===== src/logic/ckg_consts.svh =====
// Address map, fields and counts of the clock generator
`ifndef CKG_CONSTS_SVH
`define CKG_CONSTS_SVH

// ****************************************************************
// Register byte addresses
// ****************************************************************
`define CKG_ADDR_SLOW    32'h0ffffd50
`define CKG_ADDR_USB     32'h0ffffc1c
`define CKG_ADDR_MOSC    32'h0ffffc20
`define CKG_ADDR_PLL     32'h0ffffc28
`define CKG_ADDR_MCK     32'h0ffffc30
`define CKG_ADDR_SR      32'h0ffffc68
`define CKG_ADDR_IMR     32'h0ffffc6c

// ****************************************************************
// Field positions
// ****************************************************************
`define CKG_SLOW_RC      0
`define CKG_SLOW_XTAL    1
`define CKG_SLOW_BYP     2
`define CKG_SLOW_SEL     3
`define CKG_SLOW_W       4
`define CKG_MOSC_ON      0
`define CKG_MOSC_BYP     1
`define CKG_MOSC_CNT     15:8
`define CKG_PLL_DIV      7:0
`define CKG_PLL_CNT      13:8
`define CKG_PLL_MUL      26:16
`define CKG_MCK_HALVE    12
`define CKG_USB_ON       16
`define CKG_USB_CNT      23:20
`define CKG_USB_BIAS     24
`define CKG_SR_MOSC      0
`define CKG_SR_PLL       1
`define CKG_SR_USB       6
`define CKG_SR_W         7

// ****************************************************************
// Reset values and counts
// ****************************************************************
`define CKG_SLOW_RST     4'h1
`define CKG_SR_MASK      7'h43
`define CKG_DIV8_LAST    3'h7
`define CKG_USB_MULT     8'h28
`define CKG_PIN_RC       0
`define CKG_PIN_OSC      1
`define CKG_PIN_EXT      2

`endif


===== src/logic/ckg_pkg.sv =====
// Types shared by the clock generator modules
package ckg_pkg;
    typedef logic [31:0] ckg_word_t;
    typedef logic [7:0]  ckg_count_t;
    typedef enum logic [1:0] {
        CKG_RESP_OKAY   = 2'h0,
        CKG_RESP_SLVERR = 2'h2
    } ckg_resp_t;
endpackage


===== src/logic/ckg_cnt_if.sv =====
// Link between the control logic and one settle counter
`timescale 1ns/1ps
interface ckg_cnt_if;
    import ckg_pkg::*;
    logic       load;
    ckg_count_t start_val;
    logic       tick;
    logic       done;
    modport ctl (output load, output start_val, output tick, input done);
    modport cnt (input load, input start_val, input tick, output done);
endinterface


===== src/logic/ckg_settle_counter.sv =====
// Down-counter that times an oscillator or PLL start-up
`timescale 1ns/1ps
`include "ckg_consts.svh"
module ckg_settle_counter
    import ckg_pkg::*;
(
    // Clock and reset
    input wire logic aclk,
    input wire logic aresetn,
    // Control link
    ckg_cnt_if.cnt   cif
);
    ckg_count_t cnt_r;
    logic       run_r;
    logic       done_r;

    assign cif.done = done_r;

    always_ff @(posedge aclk) begin
        if (!aresetn) begin
            cnt_r  <= 8'h00;
            run_r  <= 1'b0;
            done_r <= 1'b0;
        end else if (cif.load) begin
            cnt_r  <= cif.start_val;
            run_r  <= 1'b1;
            done_r <= 1'b0;
        end else if (run_r && cif.tick) begin
            if (cnt_r == 8'h00) begin
                run_r  <= 1'b0;
                done_r <= 1'b1;
            end else begin
                cnt_r  <= cnt_r - 8'h01;
                done_r <= 1'b0;
            end
        end else begin
            done_r <= 1'b0;
        end
    end
endmodule // ckg_settle_counter


===== src/logic/ckg_clock_source_generator.sv =====
// Clock generator control: slow clock selection, oscillator and PLL start-up control
//
// The AXI4-Lite interface to the registers was left to the implementer.
`timescale 1ns/1ps
`include "ckg_consts.svh"
// What this block does
// - Selector 0 picks RC, 1 picks crystal
// - Bypass takes external clock from crystal input
// - Slow control bits 0..3, kept on backup
// - Backup reset: RC on, crystal off, RC
// - Source change resynchronised within five slow cycles
// - Reset leaves main oscillator disabled
// - Disabling main oscillator clears stable flag
// - Enable write clears flag, starts slow/8 countdown
// - Countdown zero sets stable flag, maskable interrupt
// - Divider 1..255; zero forces PLL output low
// - Factor (mult+1)/div; zero multiplier disables PLL
// - PLL change with nonzero multiplier reloads settle count per slow clock
// - Master clock bit halves PLL output
// - USB PLL multiplies by fixed forty
// - USB enable reloads count at slow/8
module ckg_clock_source_generator
    import ckg_pkg::*;
(
    // Clock and resets
    input  wire logic        aclk,
    input  wire logic        aresetn,
    input  wire logic        backup_resetn,
    // AXI4-Lite write channels
    input  wire logic [31:0] awaddr,
    input  wire logic        awvalid,
    output logic             awready,
    input  wire logic [31:0] wdata,
    input  wire logic [3:0]  wstrb,
    input  wire logic        wvalid,
    output logic             wready,
    output logic [1:0]       bresp,
    output logic             bvalid,
    input  wire logic        bready,
    // AXI4-Lite read channels
    input  wire logic [31:0] araddr,
    input  wire logic        arvalid,
    output logic             arready,
    output logic [31:0]      rdata,
    output logic [1:0]       rresp,
    output logic             rvalid,
    input  wire logic        rready,
    // Slow clock sources
    input  wire logic        rc_osc_clk,
    input  wire logic        watch_crystal_clk,
    input  wire logic        slow_crystal_in_pin,
    // Slow clock controls and result
    output logic             rc_osc_on,
    output logic             watch_crystal_on,
    output logic             watch_crystal_bypass,
    output logic             slow_source_pick,
    output logic             slow_clk,
    // Main oscillator
    output logic             main_osc_on,
    output logic             main_osc_bypass,
    // Main PLL
    output logic [7:0]       main_pll_prescale,
    output logic [10:0]      main_pll_feedback_factor,
    output logic             main_pll_run,
    output logic             main_pll_halve,
    // USB PLL
    output logic             usb_pll_on,
    output logic [7:0]       usb_pll_factor,
    output logic             hs_bias_on,
    // Status interrupt
    output logic             power_irq
);
    // ****************************************************************
    // Register state
    // ****************************************************************
    logic [`CKG_SLOW_W-1:0] slow_ctl_r;
    logic                   pick_r;
    logic                   mosc_on_r;
    logic                   mosc_byp_r;
    logic [7:0]             mosc_cnt_r;
    logic [7:0]             pll_div_r;
    logic [10:0]            pll_mul_r;
    logic [5:0]             pll_cnt_r;
    logic                   halve_r;
    logic                   usb_on_r;
    logic                   bias_r;
    logic [3:0]             usb_cnt_r;
    logic                   mosc_stable_r;
    logic                   pll_settled_r;
    logic                   usb_settled_r;
    logic [`CKG_SR_W-1:0]   imr_r;
    logic                   irq_r;
    logic                   pll_run_r;

    // ****************************************************************
    // Register read view
    // ****************************************************************
    function automatic logic [32:0] reg_view(input logic [31:0] addr);
        ckg_word_t d;
        logic      hit;
        d   = 32'h0000_0000;
        hit = 1'b1;
        case (addr)
            `CKG_ADDR_SLOW: d[`CKG_SLOW_W-1:0] = slow_ctl_r;
            `CKG_ADDR_MOSC: begin
                d[`CKG_MOSC_ON]  = mosc_on_r;
                d[`CKG_MOSC_BYP] = mosc_byp_r;
                d[`CKG_MOSC_CNT] = mosc_cnt_r;
            end
            `CKG_ADDR_PLL: begin
                d[`CKG_PLL_DIV] = pll_div_r;
                d[`CKG_PLL_CNT] = pll_cnt_r;
                d[`CKG_PLL_MUL] = pll_mul_r;
            end
            `CKG_ADDR_MCK: d[`CKG_MCK_HALVE] = halve_r;
            `CKG_ADDR_USB: begin
                d[`CKG_USB_ON]   = usb_on_r;
                d[`CKG_USB_CNT]  = usb_cnt_r;
                d[`CKG_USB_BIAS] = bias_r;
            end
            `CKG_ADDR_SR: begin
                d[`CKG_SR_MOSC] = mosc_stable_r;
                d[`CKG_SR_PLL]  = pll_settled_r;
                d[`CKG_SR_USB]  = usb_settled_r;
            end
            `CKG_ADDR_IMR: d[`CKG_SR_W-1:0] = imr_r;
            default: hit = 1'b0;
        endcase
        return {hit, d};
    endfunction

    // ****************************************************************
    // AXI4-Lite slave
    // ****************************************************************
    logic [31:0] aw_addr_r;
    ckg_word_t   w_data_r;
    logic [3:0]  w_strb_r;
    logic        awready_r;
    logic        wready_r;
    logic        bvalid_r;
    logic [1:0]  bresp_r;
    logic        arready_r;
    logic        rvalid_r;
    logic [1:0]  rresp_r;
    ckg_word_t   rdata_r;
    logic [32:0] wr_view;
    logic [32:0] rd_view;
    ckg_word_t   wr_mask;
    ckg_word_t   wv;
    logic        wr_fire;

    // Both halves held and no response pending
    assign wr_fire = !awready_r && !wready_r && !bvalid_r;
    assign wr_view = reg_view(aw_addr_r);
    assign rd_view = reg_view(araddr);
    assign wr_mask = {{8{w_strb_r[3]}}, {8{w_strb_r[2]}}, {8{w_strb_r[1]}}, {8{w_strb_r[0]}}};
    assign wv      = (wr_view[31:0] & ~wr_mask) | (w_data_r & wr_mask);

    always_ff @(posedge aclk) begin
        if (!aresetn) begin
            awready_r <= 1'b1;
            wready_r  <= 1'b1;
            bvalid_r  <= 1'b0;
            bresp_r   <= CKG_RESP_OKAY;
            aw_addr_r <= 32'h0000_0000;
            w_data_r  <= 32'h0000_0000;
            w_strb_r  <= 4'h0;
        end else begin
            if (awvalid && awready_r) begin
                aw_addr_r <= awaddr;
                awready_r <= 1'b0;
            end
            if (wvalid && wready_r) begin
                w_data_r <= wdata;
                w_strb_r <= wstrb;
                wready_r <= 1'b0;
            end
            if (wr_fire) begin
                bvalid_r <= 1'b1;
                bresp_r  <= wr_view[32] ? CKG_RESP_OKAY : CKG_RESP_SLVERR;
            end else if (bvalid_r && bready) begin
                bvalid_r  <= 1'b0;
                awready_r <= 1'b1;
                wready_r  <= 1'b1;
            end
        end
    end

    always_ff @(posedge aclk) begin
        if (!aresetn) begin
            arready_r <= 1'b1;
            rvalid_r  <= 1'b0;
            rresp_r   <= CKG_RESP_OKAY;
            rdata_r   <= 32'h0000_0000;
        end else if (arvalid && arready_r) begin
            arready_r <= 1'b0;
            rvalid_r  <= 1'b1;
            rdata_r   <= rd_view[31:0];
            rresp_r   <= rd_view[32] ? CKG_RESP_OKAY : CKG_RESP_SLVERR;
        end else if (rvalid_r && rready) begin
            rvalid_r  <= 1'b0;
            arready_r <= 1'b1;
        end
    end

    // ****************************************************************
    // Write decode and side effects
    // ****************************************************************
    logic slow_wr;
    logic mosc_wr;
    logic pll_wr;
    logic usb_wr;
    logic pll_change;
    logic pll_load;
    logic usb_load;

    assign slow_wr    = wr_fire && (aw_addr_r == `CKG_ADDR_SLOW);
    assign mosc_wr    = wr_fire && (aw_addr_r == `CKG_ADDR_MOSC);
    assign pll_wr     = wr_fire && (aw_addr_r == `CKG_ADDR_PLL);
    assign usb_wr     = wr_fire && (aw_addr_r == `CKG_ADDR_USB);
    // Any change clears the flag; it restarts the count unless the new multiplier is zero
    assign pll_change = pll_wr && ((wv[`CKG_PLL_DIV] != pll_div_r) ||
                                   (wv[`CKG_PLL_MUL] != pll_mul_r) ||
                                   (wv[`CKG_PLL_CNT] != pll_cnt_r));
    assign pll_load   = pll_change && (wv[`CKG_PLL_MUL] != 11'h000);
    assign usb_load   = usb_wr && wv[`CKG_USB_ON] && !usb_on_r;

    // Backup domain: only backup reset loads its default (RC on)
    always_ff @(posedge aclk) begin
        if (!backup_resetn) begin
            slow_ctl_r <= `CKG_SLOW_RST;
        end else if (slow_wr) begin
            slow_ctl_r <= wv[`CKG_SLOW_W-1:0];
        end
    end

    always_ff @(posedge aclk) begin
        if (!aresetn) begin
            mosc_on_r  <= 1'b0;
            mosc_byp_r <= 1'b0;
            mosc_cnt_r <= 8'h00;
        end else if (mosc_wr) begin
            mosc_on_r  <= wv[`CKG_MOSC_ON];
            mosc_byp_r <= wv[`CKG_MOSC_BYP];
            mosc_cnt_r <= wv[`CKG_MOSC_CNT];
        end
    end

    always_ff @(posedge aclk) begin
        if (!aresetn) begin
            pll_div_r <= 8'h00;
            pll_mul_r <= 11'h000;
            pll_cnt_r <= 6'h00;
        end else if (pll_wr) begin
            pll_div_r <= wv[`CKG_PLL_DIV];
            pll_mul_r <= wv[`CKG_PLL_MUL];
            pll_cnt_r <= wv[`CKG_PLL_CNT];
        end
    end

    always_ff @(posedge aclk) begin
        if (!aresetn) begin
            halve_r <= 1'b0;
        end else if (wr_fire && (aw_addr_r == `CKG_ADDR_MCK)) begin
            halve_r <= wv[`CKG_MCK_HALVE];
        end
    end

    always_ff @(posedge aclk) begin
        if (!aresetn) begin
            usb_on_r  <= 1'b0;
            bias_r    <= 1'b0;
            usb_cnt_r <= 4'h0;
        end else if (usb_wr) begin
            usb_on_r  <= wv[`CKG_USB_ON];
            bias_r    <= wv[`CKG_USB_BIAS];
            usb_cnt_r <= wv[`CKG_USB_CNT];
        end
    end

    always_ff @(posedge aclk) begin
        if (!aresetn) begin
            imr_r <= 7'h00;
        end else if (wr_fire && (aw_addr_r == `CKG_ADDR_IMR)) begin
            imr_r <= wv[`CKG_SR_W-1:0] & `CKG_SR_MASK;
        end
    end

    // ****************************************************************
    // Slow clock source synchronisation and selection
    // ****************************************************************
    logic [2:0] src_meta_r;
    logic [2:0] src_sync_r;
    logic       rc_lvl;
    logic       xtal_lvl;
    logic       cur_lvl;
    logic       new_lvl;
    logic       switch_now;
    logic       slow_lvl;
    logic       slow_clk_r;
    logic       slow_tick;
    logic [2:0] div8_r;
    logic       tick8;

    always_ff @(posedge aclk) begin
        if (!aresetn) begin
            src_meta_r <= 3'h0;
            src_sync_r <= 3'h0;
        end else begin
            src_meta_r <= {slow_crystal_in_pin, watch_crystal_clk, rc_osc_clk};
            src_sync_r <= src_meta_r;
        end
    end

    assign rc_lvl   = src_sync_r[`CKG_PIN_RC] && slow_ctl_r[`CKG_SLOW_RC];
    // Bypass takes the external pin
    assign xtal_lvl = slow_ctl_r[`CKG_SLOW_BYP] ? src_sync_r[`CKG_PIN_EXT] :
                      (src_sync_r[`CKG_PIN_OSC] && slow_ctl_r[`CKG_SLOW_XTAL]);
    assign cur_lvl  = pick_r ? xtal_lvl : rc_lvl;
    assign new_lvl  = slow_ctl_r[`CKG_SLOW_SEL] ? xtal_lvl : rc_lvl;
    // Hand over when the new source is high and slow_clk_r is low: slow_clk rises at the switch
    assign switch_now = (pick_r != slow_ctl_r[`CKG_SLOW_SEL]) && new_lvl && !slow_clk_r;
    assign slow_lvl   = switch_now ? new_lvl : cur_lvl;
    assign slow_tick  = slow_lvl && !slow_clk_r;
    assign tick8      = slow_tick && (div8_r == `CKG_DIV8_LAST);

    always_ff @(posedge aclk) begin
        if (!backup_resetn) begin
            pick_r <= 1'b0;
        end else if (switch_now) begin
            pick_r <= slow_ctl_r[`CKG_SLOW_SEL];
        end
    end

    always_ff @(posedge aclk) begin
        if (!aresetn) begin
            slow_clk_r <= 1'b0;
            div8_r     <= 3'h0;
        end else begin
            slow_clk_r <= slow_lvl;
            if (slow_tick) begin
                div8_r <= div8_r + 3'h1;
            end
        end
    end

    // ****************************************************************
    // Settle counters
    // ****************************************************************
    ckg_cnt_if mosc_if ();
    ckg_cnt_if pll_if ();
    ckg_cnt_if usb_if ();

    assign mosc_if.load      = mosc_wr && wv[`CKG_MOSC_ON];
    assign mosc_if.start_val = wv[`CKG_MOSC_CNT];
    assign mosc_if.tick      = tick8;
    assign pll_if.load       = pll_load;
    assign pll_if.start_val  = {2'h0, wv[`CKG_PLL_CNT]};
    assign pll_if.tick       = slow_tick;
    assign usb_if.load       = usb_load;
    assign usb_if.start_val  = {4'h0, wv[`CKG_USB_CNT]};
    assign usb_if.tick       = tick8;

    ckg_settle_counter u_mosc_cnt (.aclk(aclk), .aresetn(aresetn), .cif(mosc_if));
    ckg_settle_counter u_pll_cnt  (.aclk(aclk), .aresetn(aresetn), .cif(pll_if));
    ckg_settle_counter u_usb_cnt  (.aclk(aclk), .aresetn(aresetn), .cif(usb_if));

    // ****************************************************************
    // Status flags and interrupt
    // ****************************************************************
    always_ff @(posedge aclk) begin
        if (!aresetn) begin
            mosc_stable_r <= 1'b0;
        end else if (mosc_wr) begin
            mosc_stable_r <= 1'b0;
        end else if (mosc_if.done && mosc_on_r) begin
            mosc_stable_r <= 1'b1;
        end
    end

    always_ff @(posedge aclk) begin
        if (!aresetn) begin
            pll_settled_r <= 1'b0;
        end else if (pll_change) begin
            pll_settled_r <= 1'b0;
        end else if (pll_if.done) begin
            pll_settled_r <= 1'b1;
        end
    end

    always_ff @(posedge aclk) begin
        if (!aresetn) begin
            usb_settled_r <= 1'b0;
        end else if (usb_load || (usb_wr && !wv[`CKG_USB_ON])) begin
            usb_settled_r <= 1'b0;
        end else if (usb_if.done) begin
            usb_settled_r <= 1'b1;
        end
    end

    always_ff @(posedge aclk) begin
        if (!aresetn) begin
            irq_r     <= 1'b0;
            pll_run_r <= 1'b0;
        end else begin
            irq_r     <= (mosc_stable_r && imr_r[`CKG_SR_MOSC]) ||
                         (pll_settled_r && imr_r[`CKG_SR_PLL]) ||
                         (usb_settled_r && imr_r[`CKG_SR_USB]);
            // Zero divider or multiplier holds PLL low
            pll_run_r <= (pll_div_r != 8'h00) && (pll_mul_r != 11'h000);
        end
    end

    // ****************************************************************
    // Outputs
    // ****************************************************************
    assign awready = awready_r;
    assign wready = wready_r;
    assign bvalid = bvalid_r;
    assign bresp = bresp_r;
    assign arready = arready_r;
    assign rvalid = rvalid_r;
    assign rresp = rresp_r;
    assign rdata = rdata_r;
    assign rc_osc_on = slow_ctl_r[`CKG_SLOW_RC];
    assign watch_crystal_on = slow_ctl_r[`CKG_SLOW_XTAL];
    assign watch_crystal_bypass = slow_ctl_r[`CKG_SLOW_BYP];
    assign slow_source_pick = pick_r;
    assign slow_clk = slow_clk_r;
    assign main_osc_on = mosc_on_r;
    assign main_osc_bypass = mosc_byp_r;
    assign main_pll_prescale = pll_div_r;
    assign main_pll_feedback_factor = pll_mul_r;
    assign main_pll_run = pll_run_r;
    assign main_pll_halve = halve_r;
    assign usb_pll_on = usb_on_r;
    assign usb_pll_factor = `CKG_USB_MULT;
    assign hs_bias_on = bias_r;
    assign power_irq = irq_r;
endmodule // ckg_clock_source_generator


===== config.mk =====
export PLATFORM = sky130hd
export DESIGN_NAME = ckg_clock_source_generator
export DESIGN_NICKNAME = d
export VERILOG_FILES = /design/src/logic/ckg_pkg.sv /design/src/logic/ckg_cnt_if.sv /design/src/logic/ckg_settle_counter.sv /design/src/logic/ckg_clock_source_generator.sv
export VERILOG_INCLUDE_DIRS = /design/src /design/src/logic
export SDC_FILE = /design/constraint.sdc
export NUM_CORES = 1
export LEC_CHECK = 0
export BUFFER_PORTS_ARGS = -buffer_cell sky130_fd_sc_hd__buf_2
export CAP_MARGIN = 25
export CORE_ASPECT_RATIO = 1.2
export CORE_MARGIN = 10
export CORE_UTILIZATION = 40
export CTS_BUF_LIST = sky130_fd_sc_hd__clkbuf_8
export DETAILED_ROUTE_END_ITERATION = 10
export MAX_ROUTING_LAYER = met4
export PLACE_DENSITY = 0.72
export SKIP_LAST_GASP = 1
export SYNTH_ARGS = -nofsm -noshare
export SYNTH_HDL_FRONTEND = slang
export SYNTH_SLANG_ARGS = --single-unit

===== constraint.sdc =====
create_clock -name aclk -period 3.52 [get_ports aclk]
set_input_delay 0.528 -clock aclk [delete_from_list [all_inputs] [get_ports aclk]]
set_output_delay 0.528 -clock aclk [all_outputs]
set_load 0.05 [all_outputs]

==> Word level (Yosys, flattened, before mapping) <==
Cells that the tools add are included.
{ "op_classes": {"mux": 67, "eq_ne": 22, "n_reduce_logical": 76, "n_addsub": 4, "bitwise": 10} }
{ "op_table": {"columns": ["op", "n"], "rows": [
  ["32-bit by 28-bit == test with 1-bit output (second input constant)", 14],
  ["27-bit AND", 2],
  ["1-bit logical AND", 33],
  ["1-bit 2-to-1 mux", 32],
  ["27-bit inverter", 1],
  ["27-bit OR", 1],
  ["8-bit zero test", 3],
  ["8-bit 2-to-1 mux", 3],
  ["8-bit by 1-bit subtractor with 8-bit output (second input constant)", 3],
  ["11-bit nonzero test", 2],
  ["2-bit one-hot mux with 5 select lines", 2],
  ["5-bit one-hot mux with 2 select lines", 2],
  ["6-bit 2-to-1 mux", 3],
  ["2-bit 2-to-1 mux", 8],
  ["4-bit one-hot mux with 2 select lines", 2],
  ["2-bit AND reduction", 8],
  ["2-bit nonzero test", 8],
  ["7-bit OR reduction", 2],
  ["4-bit 2-to-1 mux", 3],
  ["1-bit one-hot mux with 3 select lines", 4],
  ["11-bit inequality test", 1],
  ["2-bit OR reduction", 5],
  ["3-bit OR reduction", 3],
  ["8-bit inequality test", 1],
  ["12 further kinds", 33]
]} }
{ "word_totals": {"input_bits": 111, "wordCells": 223, "register_bits": 194, "out_inout_bits": 80} }

==> Depth between registers and ports, before layout <==
Gate-level depths: netlist (run 1).
{ "logic_depth": {"ltp_word": 11, "ltp_mapped": 12} }

==> Hierarchy <==
Synthesis (run 1) repeated with hierarchy kept, for this count alone.
{ "unflattened": {"cells_unflattened": 1260, "area_unflattened_um2": 10173.5} }
{ "modules_own_cells": {"columns": ["mod", "cells_each", "area_per_inst_um2", "n_inst"], "rows": [
  ["ckg_clock_source_generator", 1059, 8390.5, 1],
  ["ckg_settle_counter", 67, 594.3, 3]
]} }

==> Least setup slack after synthesis (run 1) <==
No wires, ideal clock.
{ "synth_path": {"path_type": "register to register", "startpoint": "register aw_addr_r[28]", "endpoint": "register u_pll_cnt.done_r, in the netlist u_pll_cnt.cif.done", "setup_slack_ps": 341, "path_stages_with_launch": 11, "t_arrival_ps": 3062, "synth_period_minus_slack_ps": 3179, "path_cell_list": "dfxtp_1 > or4b_4 > or4_4 > buf_6 > nor3_2 > nand3_1 > and4_4 > nand3_2 > nor4_4 > a311oi_4 > and4b_1"} }
{ "synth_between": {"elab_chain_len": 10, "word_cells_on_any_way": 31, "cone_classes": "10 x eq/ne; 12 x mux; 2 x bitwise; 7 x reduce/logical"} }
{ "synth_lines": {"columns": ["element", "line_no", "text"], "rows": [
  ["from (decl)", "ckg_clock_source_generator.sv:135", "logic [31:0] aw_addr_r;"],
  ["from (signal assigned)", "ckg_clock_source_generator.sv:170", "aw_addr_r <= awaddr;"],
  ["32-bit by 28-bit == test with 1-bit output", "ckg_clock_source_generator.sv:103", "case (addr)"],
  ["2-bit one-hot mux with 5 select lines, or another cell as far along", "ckg_clock_source_generator.sv:103", null],
  ["27-bit AND", "ckg_clock_source_generator.sv:157", "assign wv = (wr_view[31:0] & ~wr_mask) | (w_data_r & wr_mask);"],
  ["27-bit OR", "ckg_clock_source_generator.sv:157", null],
  ["8-bit inequality test / 11-bit inequality test (equally long branches)", "ckg_clock_source_generator.sv:222, ckg_clock_source_generator.sv:223", null],
  ["1-bit logical OR (2 in a row)", "ckg_clock_source_generator.sv:222", "assign pll_change = pll_wr && ((wv[`CKG_PLL_DIV] != pll_div_r) ||"],
  ["1-bit logical AND", "ckg_clock_source_generator.sv:222", null],
  ["1-bit logical AND (*)", "ckg_clock_source_generator.sv:225", "assign pll_load = pll_change && (wv[`CKG_PLL_MUL] != 11'h000);"],
  ["3-bit OR reduction (no source line) (*)", null, null],
  ["to (signal assigned)", "ckg_settle_counter.sv:31", "done_r <= 1'b1;"],
  ["to (signal assigned)", "ckg_settle_counter.sv:34", "done_r <= 1'b0;"],
  ["to (signal assigned)", "ckg_settle_counter.sv:37", "done_r <= 1'b0;"],
  ["to (decl)", "ckg_settle_counter.sv:15", "logic done_r;"]
]} }
Every way passes the cells marked *; elsewhere a longest branch is shown, timed or not.
A chain may end at the register's enable or synchronous reset.

==> Worst setup path after layout (run 1) <==
{ "layout_path": {"startpoint": "register aw_addr_r[28]", "endpoint": "register u_pll_cnt.cnt_r[0]"} }
{ "layout_between": {"elab_chain_len": 11, "word_cells_on_any_way": 34, "cone_classes": "11 x eq/ne; 13 x mux; 2 x bitwise; 8 x reduce/logical"} }
{ "layout_lines": {"columns": ["element", "line_no", "text"], "rows": [
  ["32-bit by 28-bit == test with 1-bit output", "ckg_clock_source_generator.sv:103", null],
  ["2-bit one-hot mux with 5 select lines, or another cell as far along", "ckg_clock_source_generator.sv:103", null],
  ["27-bit AND", "ckg_clock_source_generator.sv:157", null],
  ["27-bit OR", "ckg_clock_source_generator.sv:157", null],
  ["8-bit inequality test / 11-bit inequality test (equally long branches)", "ckg_clock_source_generator.sv:222, ckg_clock_source_generator.sv:223", null],
  ["1-bit logical OR (2 in a row)", "ckg_clock_source_generator.sv:222", null],
  ["1-bit logical AND", "ckg_clock_source_generator.sv:222", null],
  ["1-bit logical AND", "ckg_clock_source_generator.sv:225", null],
  ["2-bit inequality test (no source line) / 2-bit nonzero test (equally long branches)", null, null],
  ["2-bit AND reduction (no source line)", null, null],
  ["to (signal assigned)", "ckg_settle_counter.sv:25", "cnt_r <= cif.start_val;"],
  ["to (signal assigned)", "ckg_settle_counter.sv:33", "cnt_r <= cnt_r - 8'h01;"],
  ["to (decl)", "ckg_settle_counter.sv:13", "ckg_count_t cnt_r;"]
]} }
Parallel ways exist; a longest one is shown, timed or not.

==> results of run 1 <==
worst min path at each step:
stage / startpoint / endpoint / cells after the start
2_1_floorplan: src_meta_r[0] / src_sync_r[0] / 1
3_3_place_gp: src_meta_r[0] / src_sync_r[0] / 1
3_5_place_dp: src_meta_r[0] / src_sync_r[0] / 1
4_1_cts: wvalid / wready / 2
5_1_grt: slow_crystal_in_pin / src_meta_r[2] / 2
6_report: wvalid / wready / 2
cells by family after synthesis:
kind of cell,after synthesis,synth area share
adders and majority gates,8,0.0100
xor gates and xnor gates,33,0.0289
DFF,192,0.385
and+or+nand+nor,579,0.286
muxes,22,0.0225
AOI/OAI and AO/OA,298,0.217
other,2,0.000752
buffers and inverters,117,0.0508
final cells by class:
type	count	area share
clock inverter	13	0.0170
inverter	24	0.00759
multi-input combinational	955	0.481
sequential	192	0.324
tap	325	0.0343
timing repair buffer	229	0.115
clock buffer	19	0.0220
state kept, by name (all words and copies together) (netlist names), 6 cells and up:
| register | cells |
|---|---|
| pll_cnt_r | 6 |
| w_data_r | 27 |
| u_pll_cnt.cnt_r | 8 |
| u_mosc_cnt.cnt_r | 8 |
| rdata | 27 |
| main_pll_prescale | 8 |
| mosc_cnt_r | 8 |
| u_usb_cnt.cnt_r | 8 |
| aw_addr_r | 32 |
| main_pll_feedback_factor | 11 |
report_power, final:
group	internal, W	leakage, nW	switching [W]
Combinational	0.000164	3.01	0.000273
Sequential	0.00222	1.56	0.0000519
Clock	0.000826	0.230	0.000834
cell usage in the layout (no fill, tap or decap), types with 6 or more instances in the layout:
| master | netlist | routed |
|---|---|---|
| nor3_1 | 24 | 23 |
| clkbuf_8 | 0 | 19 |
| nor3b_1 | 7 | 7 |
| inv_1 | 24 | 24 |
| nor2b_1 | 25 | 25 |
| a22oi_1 | 27 | 27 |
| a211oi_1 | 6 | 6 |
| a31oi_1 | 6 | 6 |
| and2_1 | 35 | 35 |
| nor4_1 | 18 | 18 |
| conb_1 | 2 | 15 |
| buf_4 | 16 | 56 |
| or3_1 | 7 | 7 |
| xnor2_1 | 15 | 15 |
| o21ai_0 | 52 | 52 |
| buf_2 | 1 | 169 |
| dfxtp_1 | 192 | 192 |
| nand3_1 | 34 | 34 |
| mux2i_1 | 18 | 18 |
| a21boi_0 | 115 | 115 |
| nand2b_1 | 11 | 11 |
| nand4_1 | 18 | 18 |
| ha_1 | 8 | 8 |
| nand2_1 | 305 | 305 |
| a21oi_1 | 25 | 25 |
| nor2_1 | 46 | 46 |
| o211a_1 | 11 | 11 |
| xor2_1 | 18 | 18 |
critical path, delay by kind of cell (launching register included):
kind / cells / cell delay (ns)
muxes: 1 / 0.20
and+or+nand+nor: 7 / 2.14
AOI/OAI and AO/OA: 1 / 0.45
buffers and inverters: 1 / 0.19
DFF: 1 / 0.33
repair_timing:
item	4_1_cts	5_1_grt
endpoints found under the setup margin	0	7
gates resized for setup	0	2
buffers inserted	0	1
stage by stage:
step,power [W],cell area (um^2),hold slack [ns],cells
6_report,0.00437,11900,0.243,1757
5_1_grt,0.00454,11900,0.228,1757
4_1_cts,0.00441,11900,0.216,1756
3_5_place_dp,0.00277,11400,0.419,1724
3_3_place_gp,0.00275,11300,0.424,1722
2_1_floorplan,0.00260,10000,0.412,1264
per-layer routing:
layer  wire (um)  GRT usage
met4         766     0.0674
met5           0          -
met3        2220     0.0367
met1       14600      0.261
met2       14300      0.317
==> results.sh, run 1 <==
export IMPL_outcome="completed"
export IMPL_cts_tree="built"
export IMPL_fmax_mhz=296
export IMPL_fin_ws_ns=0.140
export IMPL_syn_to_final_growth_pct=18.8
export IMPL_gp_congestion=1.04
export IMPL_synth_edf_count=0
export IMPL_start_util=0.405
export IMPL_critPathCapture="u_pll_cnt.cnt_r[0]"
export IMPL_worstMarginPinSlew_ns=0.966
export IMPL_cp_max_fo=12
export IMPL_nFillCells=2424
export IMPL_cts_htree_levels=4
export IMPL_ys_flop_type="dfxtp_1"
export IMPL_grt_pass1_vias=9132
export IMPL_leakage_nw=4.80
export IMPL_cts_made_buffers=17
export IMPL_cp_startpoint="aw_addr_r[28]"
export IMPL_dp_hpwl_mm=24.4
export IMPL_dpl_worst_slack_ns=0.122
export IMPL_ctsHoldBuffers=0
export IMPL_ir_worst_vdd_v=0.000226
export IMPL_postRouteAntennaNets=0
export IMPL_netlist_area_um2=9990
export IMPL_root_buffer="clkbuf_8"
export IMPL_endpoint_kind="flop"
export IMPL_coreArea_um2=24700
export IMPL_wl_per_cell_um=18.1
export IMPL_seq_area_um2=3840
export IMPL_cts_buffer_depth=2
export IMPL_finalHoldViolCount=0
export IMPL_synth_seq_area_share=0.385
export IMPL_grt_overflow=0
export IMPL_synth_common_cells="305 x nand2_1, 192 x dfxtp_1, 115 x a21boi_0, 75 x clkbuf_1, 52 x o21ai_0"
export IMPL_cp_start_kind="flop"
export IMPL_route_vias_total=9429
export IMPL_rsz0062_at_grt="no"
export IMPL_worst_hold_path_type="input pin to flop"
export IMPL_syn_inst=1251
export IMPL_wl_mm=31.9
export IMPL_critPathRequiredTime_ns=3.93
export IMPL_async_flop_share=0
export IMPL_final_core_utilization=0.481
export IMPL_antenna_found_initial=1
export IMPL_antenna_cells=0
export IMPL_synth_most_common_cell="nand2_1"
export IMPL_yosys_area_top_type="dfxtp_1"
export IMPL_min_period_over_period=0.960
export IMPL_die_y_um=193
export IMPL_ff2ff_setup_slack_ns=0.14
export IMPL_multi_input_area_um2=5710
export IMPL_grt_max_degree=71
export IMPL_yosysTopAreaCellShare=0.385
export IMPL_die_x_um=164
export IMPL_dieArea_um2=31700
export IMPL_synth_yosys_warnings=0
export IMPL_powerDensity_nw_per_um2=368
export IMPL_ios=191
export IMPL_clkSlewWorstSetupHoldPaths_ns=0.10
export IMPL_nets=1538
export IMPL_r2r_end="u_pll_cnt.cnt_r[0]"
export IMPL_grt_pass1_wl_mm=49.7
export IMPL_cap_violations=0
export IMPL_crit_chain="or4b_4 > or4_4 > nor3_4 > nand3_1 > and4_4 > nand3_2 > nor4_4 > a311oi_4 > buf_12 > mux2i_1"
export IMPL_crit_path_max_incr_delay_ns=0.65
export IMPL_drc_errors=0
export IMPL_via_per_inst=5.37
export IMPL_synth_area_leaders="dfxtp_1 38%, nand2_1 11%, a21boi_0 8.6%"
export IMPL_place_port_buffers=170
export IMPL_firstDrtPassIters=5
export IMPL_gr_usage_all_layers=0.203
export IMPL_synth_distinct_cells=82
export IMPL_r2r_start="aw_addr_r[28]"
export IMPL_worstPathArrival_ns=3.79
export IMPL_clock_latency_ns=0.49
export IMPL_critPathSlowestCell="or4_4"
export IMPL_ys_seq_elements=192
export IMPL_max_slew_margin=0.354
export IMPL_period_minus_slack_ns=3.38
export IMPL_criticalPathCategory="flop to flop"
export IMPL_setup_violations_final=0
export IMPL_fin_skew_ns=0.0182
export IMPL_timing_setup_tns_ns=0
export IMPL_report_final_slew_viol_count=0
export IMPL_cts_sinks=192
export IMPL_r2r_cells=10
export IMPL_drt_iter0_markers=660
export IMPL_drive_gt1_frac=0.204
export IMPL_num_rows=63
export IMPL_synth_avg_cell_area_um2=7.99
Power figures use the tool's default switching activity.
==> run 2: changes to the inputs <==
==> constraint.sdc (replaced) <==
create_clock -name aclk -period 3.52 [get_ports aclk]
set_input_delay 0 -clock aclk [delete_from_list [all_inputs] [get_ports aclk]]
set_output_delay 0 -clock aclk [all_outputs]
set_load 0.05 [all_outputs]
==> run 2 against run 1 <==
Net effect:
- first-iteration DRC count rose by 2.7%
- largest cell class unchanged
- combinational power rose by 18%
- sequential share of layout area fell by 1.6 points
==> results.sh, run 2 (same netlist as run 1, synthesis figures left out) <==
export IMPL_gr_usage_all_layers=0.216
export IMPL_final_common_cell="nand2_1"
export IMPL_postRouteAntennaNets=0
export IMPL_antenna_found_initial=0
export IMPL_antenna_cells=0
export IMPL_gp_congestion=0.985
export IMPL_clkSlewWorstSetupHoldPaths_ns=0.10
export IMPL_nFillCells=2310
export IMPL_die_x_um=164
export IMPL_dp_hpwl_mm=24.7
export IMPL_p_int_w=0.00302
export IMPL_seq_area_um2=3840
export IMPL_swShare=0.277
export IMPL_firstDrtPassIters=6
export IMPL_cts_tree="built"
export IMPL_ff2ff_setup_slack_ns=0.15
export IMPL_worstPathArrival_ns=3.80
export IMPL_wl_met3_mm=2.67
export IMPL_via_per_inst=5.45
export IMPL_p_sw_w=0.00116
export IMPL_cap_violations=0
export IMPL_r2r_start="aw_addr_r[28]"
export IMPL_criticalPathCategory="flop to flop"
export IMPL_grt_max_degree=70
export IMPL_leakage_nw=5.02
export IMPL_nets=1610
export IMPL_pwr_share_clk=0.331
export IMPL_drive_gt1_frac=0.191
export IMPL_cts_sinks=192
export IMPL_layout_common_cells="305 x nand2_1, 192 x dfxtp_1, 169 x buf_2"
export IMPL_top_layer_used="met4"
export IMPL_combPwrFrac=0.124
export IMPL_hold_end="arready"
export IMPL_cts_made_buffers=17
export IMPL_grt_pass1_vias=9701
export IMPL_drc_errors=0
export IMPL_min_period_over_period=0.957
export IMPL_ir_worst_vdd_v=0.000225
export IMPL_wl_per_cell_um=18.7
export IMPL_max_slew_margin=0.185
export IMPL_seqPwrFrac=0.545
export IMPL_drt_iter0_markers=678
export IMPL_fmax_mhz=297
export IMPL_met1_length_mm=14.8
export IMPL_finalHoldViolCount=0
export IMPL_root_buffer="clkbuf_8"
export IMPL_coreArea_um2=24700
export IMPL_endpoint_kind="flop"
export IMPL_ios=191
export IMPL_syn_to_final_growth_pct=24.9
export IMPL_outcome="completed"
export IMPL_r2r_end="u_pll_cnt.cif.done"
export IMPL_start_util=0.405
export IMPL_num_rows=63
export IMPL_fin_ws_ns=0.151
export IMPL_period_minus_slack_ns=3.37
export IMPL_grt_overflow=0
export IMPL_clock_latency_ns=0.48
export IMPL_report_final_slew_viol_count=0
export IMPL_r2r_cells=10
export IMPL_worst_hold_path_type="input pin to flop"
export IMPL_rsz0062_at_grt="no"
export IMPL_multi_input_area_um2=5710
export IMPL_die_y_um=193
export IMPL_cts_htree_levels=4
export IMPL_cp_max_fo=12
export IMPL_setup_violations_final=0
export IMPL_min_path_cells=2
export IMPL_worstMarginPinSlew_ns=1.21
export IMPL_grt_pass1_wl_mm=52.9
export IMPL_dieArea_um2=31700
export IMPL_route_vias_total=9970
export IMPL_timing_setup_tns_ns=0
export IMPL_cp_start_kind="flop"
export IMPL_dpl_worst_slack_ns=-0.00391
export IMPL_top_register="aw_addr_r"
export IMPL_wl_mm=34.2
export IMPL_post_cts_resized=0
export IMPL_critPathRequiredTime_ns=3.95
export IMPL_powerDensity_nw_per_um2=335
export IMPL_largest_register_ffs=32
export IMPL_fin_skew_ns=0.0154
export IMPL_place_port_buffers=170
export IMPL_cts_buffer_depth=2
export IMPL_wl_met2_mm=15.7
export IMPL_hp_start="aresetn"
## run 2: worst max path at each step
stage,start,end,slack (ns),cells after the start
final,aw_addr_r[28],u_pll_cnt.cif.done,0.15,10
after global routing,aw_addr_r[28],u_pll_cnt.cif.done,0.02,10
after CTS,aw_addr_r[28],u_pll_cnt.cif.done,0.04,9
after detailed placement,aw_addr_r[28],u_pll_cnt.cif.done,-0.004,9
after global placement,aw_addr_r[28],u_pll_cnt.cif.done,0.07,9
after floorplan,aw_addr_r[28],u_pll_cnt.cif.done,0.34,10
## run 2: timing repair
item / in CTS / in global routing
hold buffers: 73 / 0
endpoints found under the hold margin: 76 / 0
gates cloned: 0 / 1
endpoints found under the setup margin: 2 / 9
buffers inserted: 0 / 1
pin swaps: 1 / 3
## run 2: area by class of cell
class / count / area share
clock buffers: 18 / 0.0198
inverters: 24 / 0.00722
multi-input cells: 956 / 0.457
flip-flops and latches: 192 / 0.308
clock inverters: 14 / 0.00962
well taps: 325 / 0.0326
repair buffers: 300 / 0.165
## run 2: metrics by stage
| step | area (um^2) | total power, W | hold WS (ns) | utilization | cells |
|---|---|---|---|---|---|
| after floorplan | 10000 | 0.00260 | 0.0619 | - | 1264 |
| after global placement | 11300 | 0.00275 | 0.211 | 0.458 | 1720 |
| after detailed placement | 11400 | 0.00276 | 0.213 | 0.461 | 1722 |
| after CTS | 12500 | 0.00419 | 0.0259 | 0.505 | 1827 |
| after global routing | 12500 | 0.00434 | 0.0620 | 0.506 | 1829 |
| final | 12500 | 0.00418 | 0.0408 | 0.506 | 1829 |
## run 2: layer usage
layer / GRT usage / vias up
met2: 0.341 / 375
met1: 0.267 / 4703
li1: - / 4833
met4: 0.0805 / 0
met5: - / -
met3: 0.0461 / 59
## run 2: worst max-delay path, cell delays in order (launching register included)
cell	delay, ns
dfxtp_1	0.32
or4b_4	0.55
or4_4	0.63
nor4_1	0.36
o22ai_1	0.13
a211oi_1	0.26
nand3_2	0.15
nor4_4	0.26
buf_4	0.19
a311oi_4	0.09
and4b_1	0.35
## run 2: power groups by stage
stage                     Combinational [W]  Clock, W  Sequential [W]
after floorplan                    0.000269         0         0.00234
after global placement             0.000423         0         0.00232
after detailed placement           0.000438         0         0.00233
after CTS                          0.000501   0.00142         0.00228
after global routing               0.000563   0.00149         0.00229
final                              0.000518   0.00138         0.00228
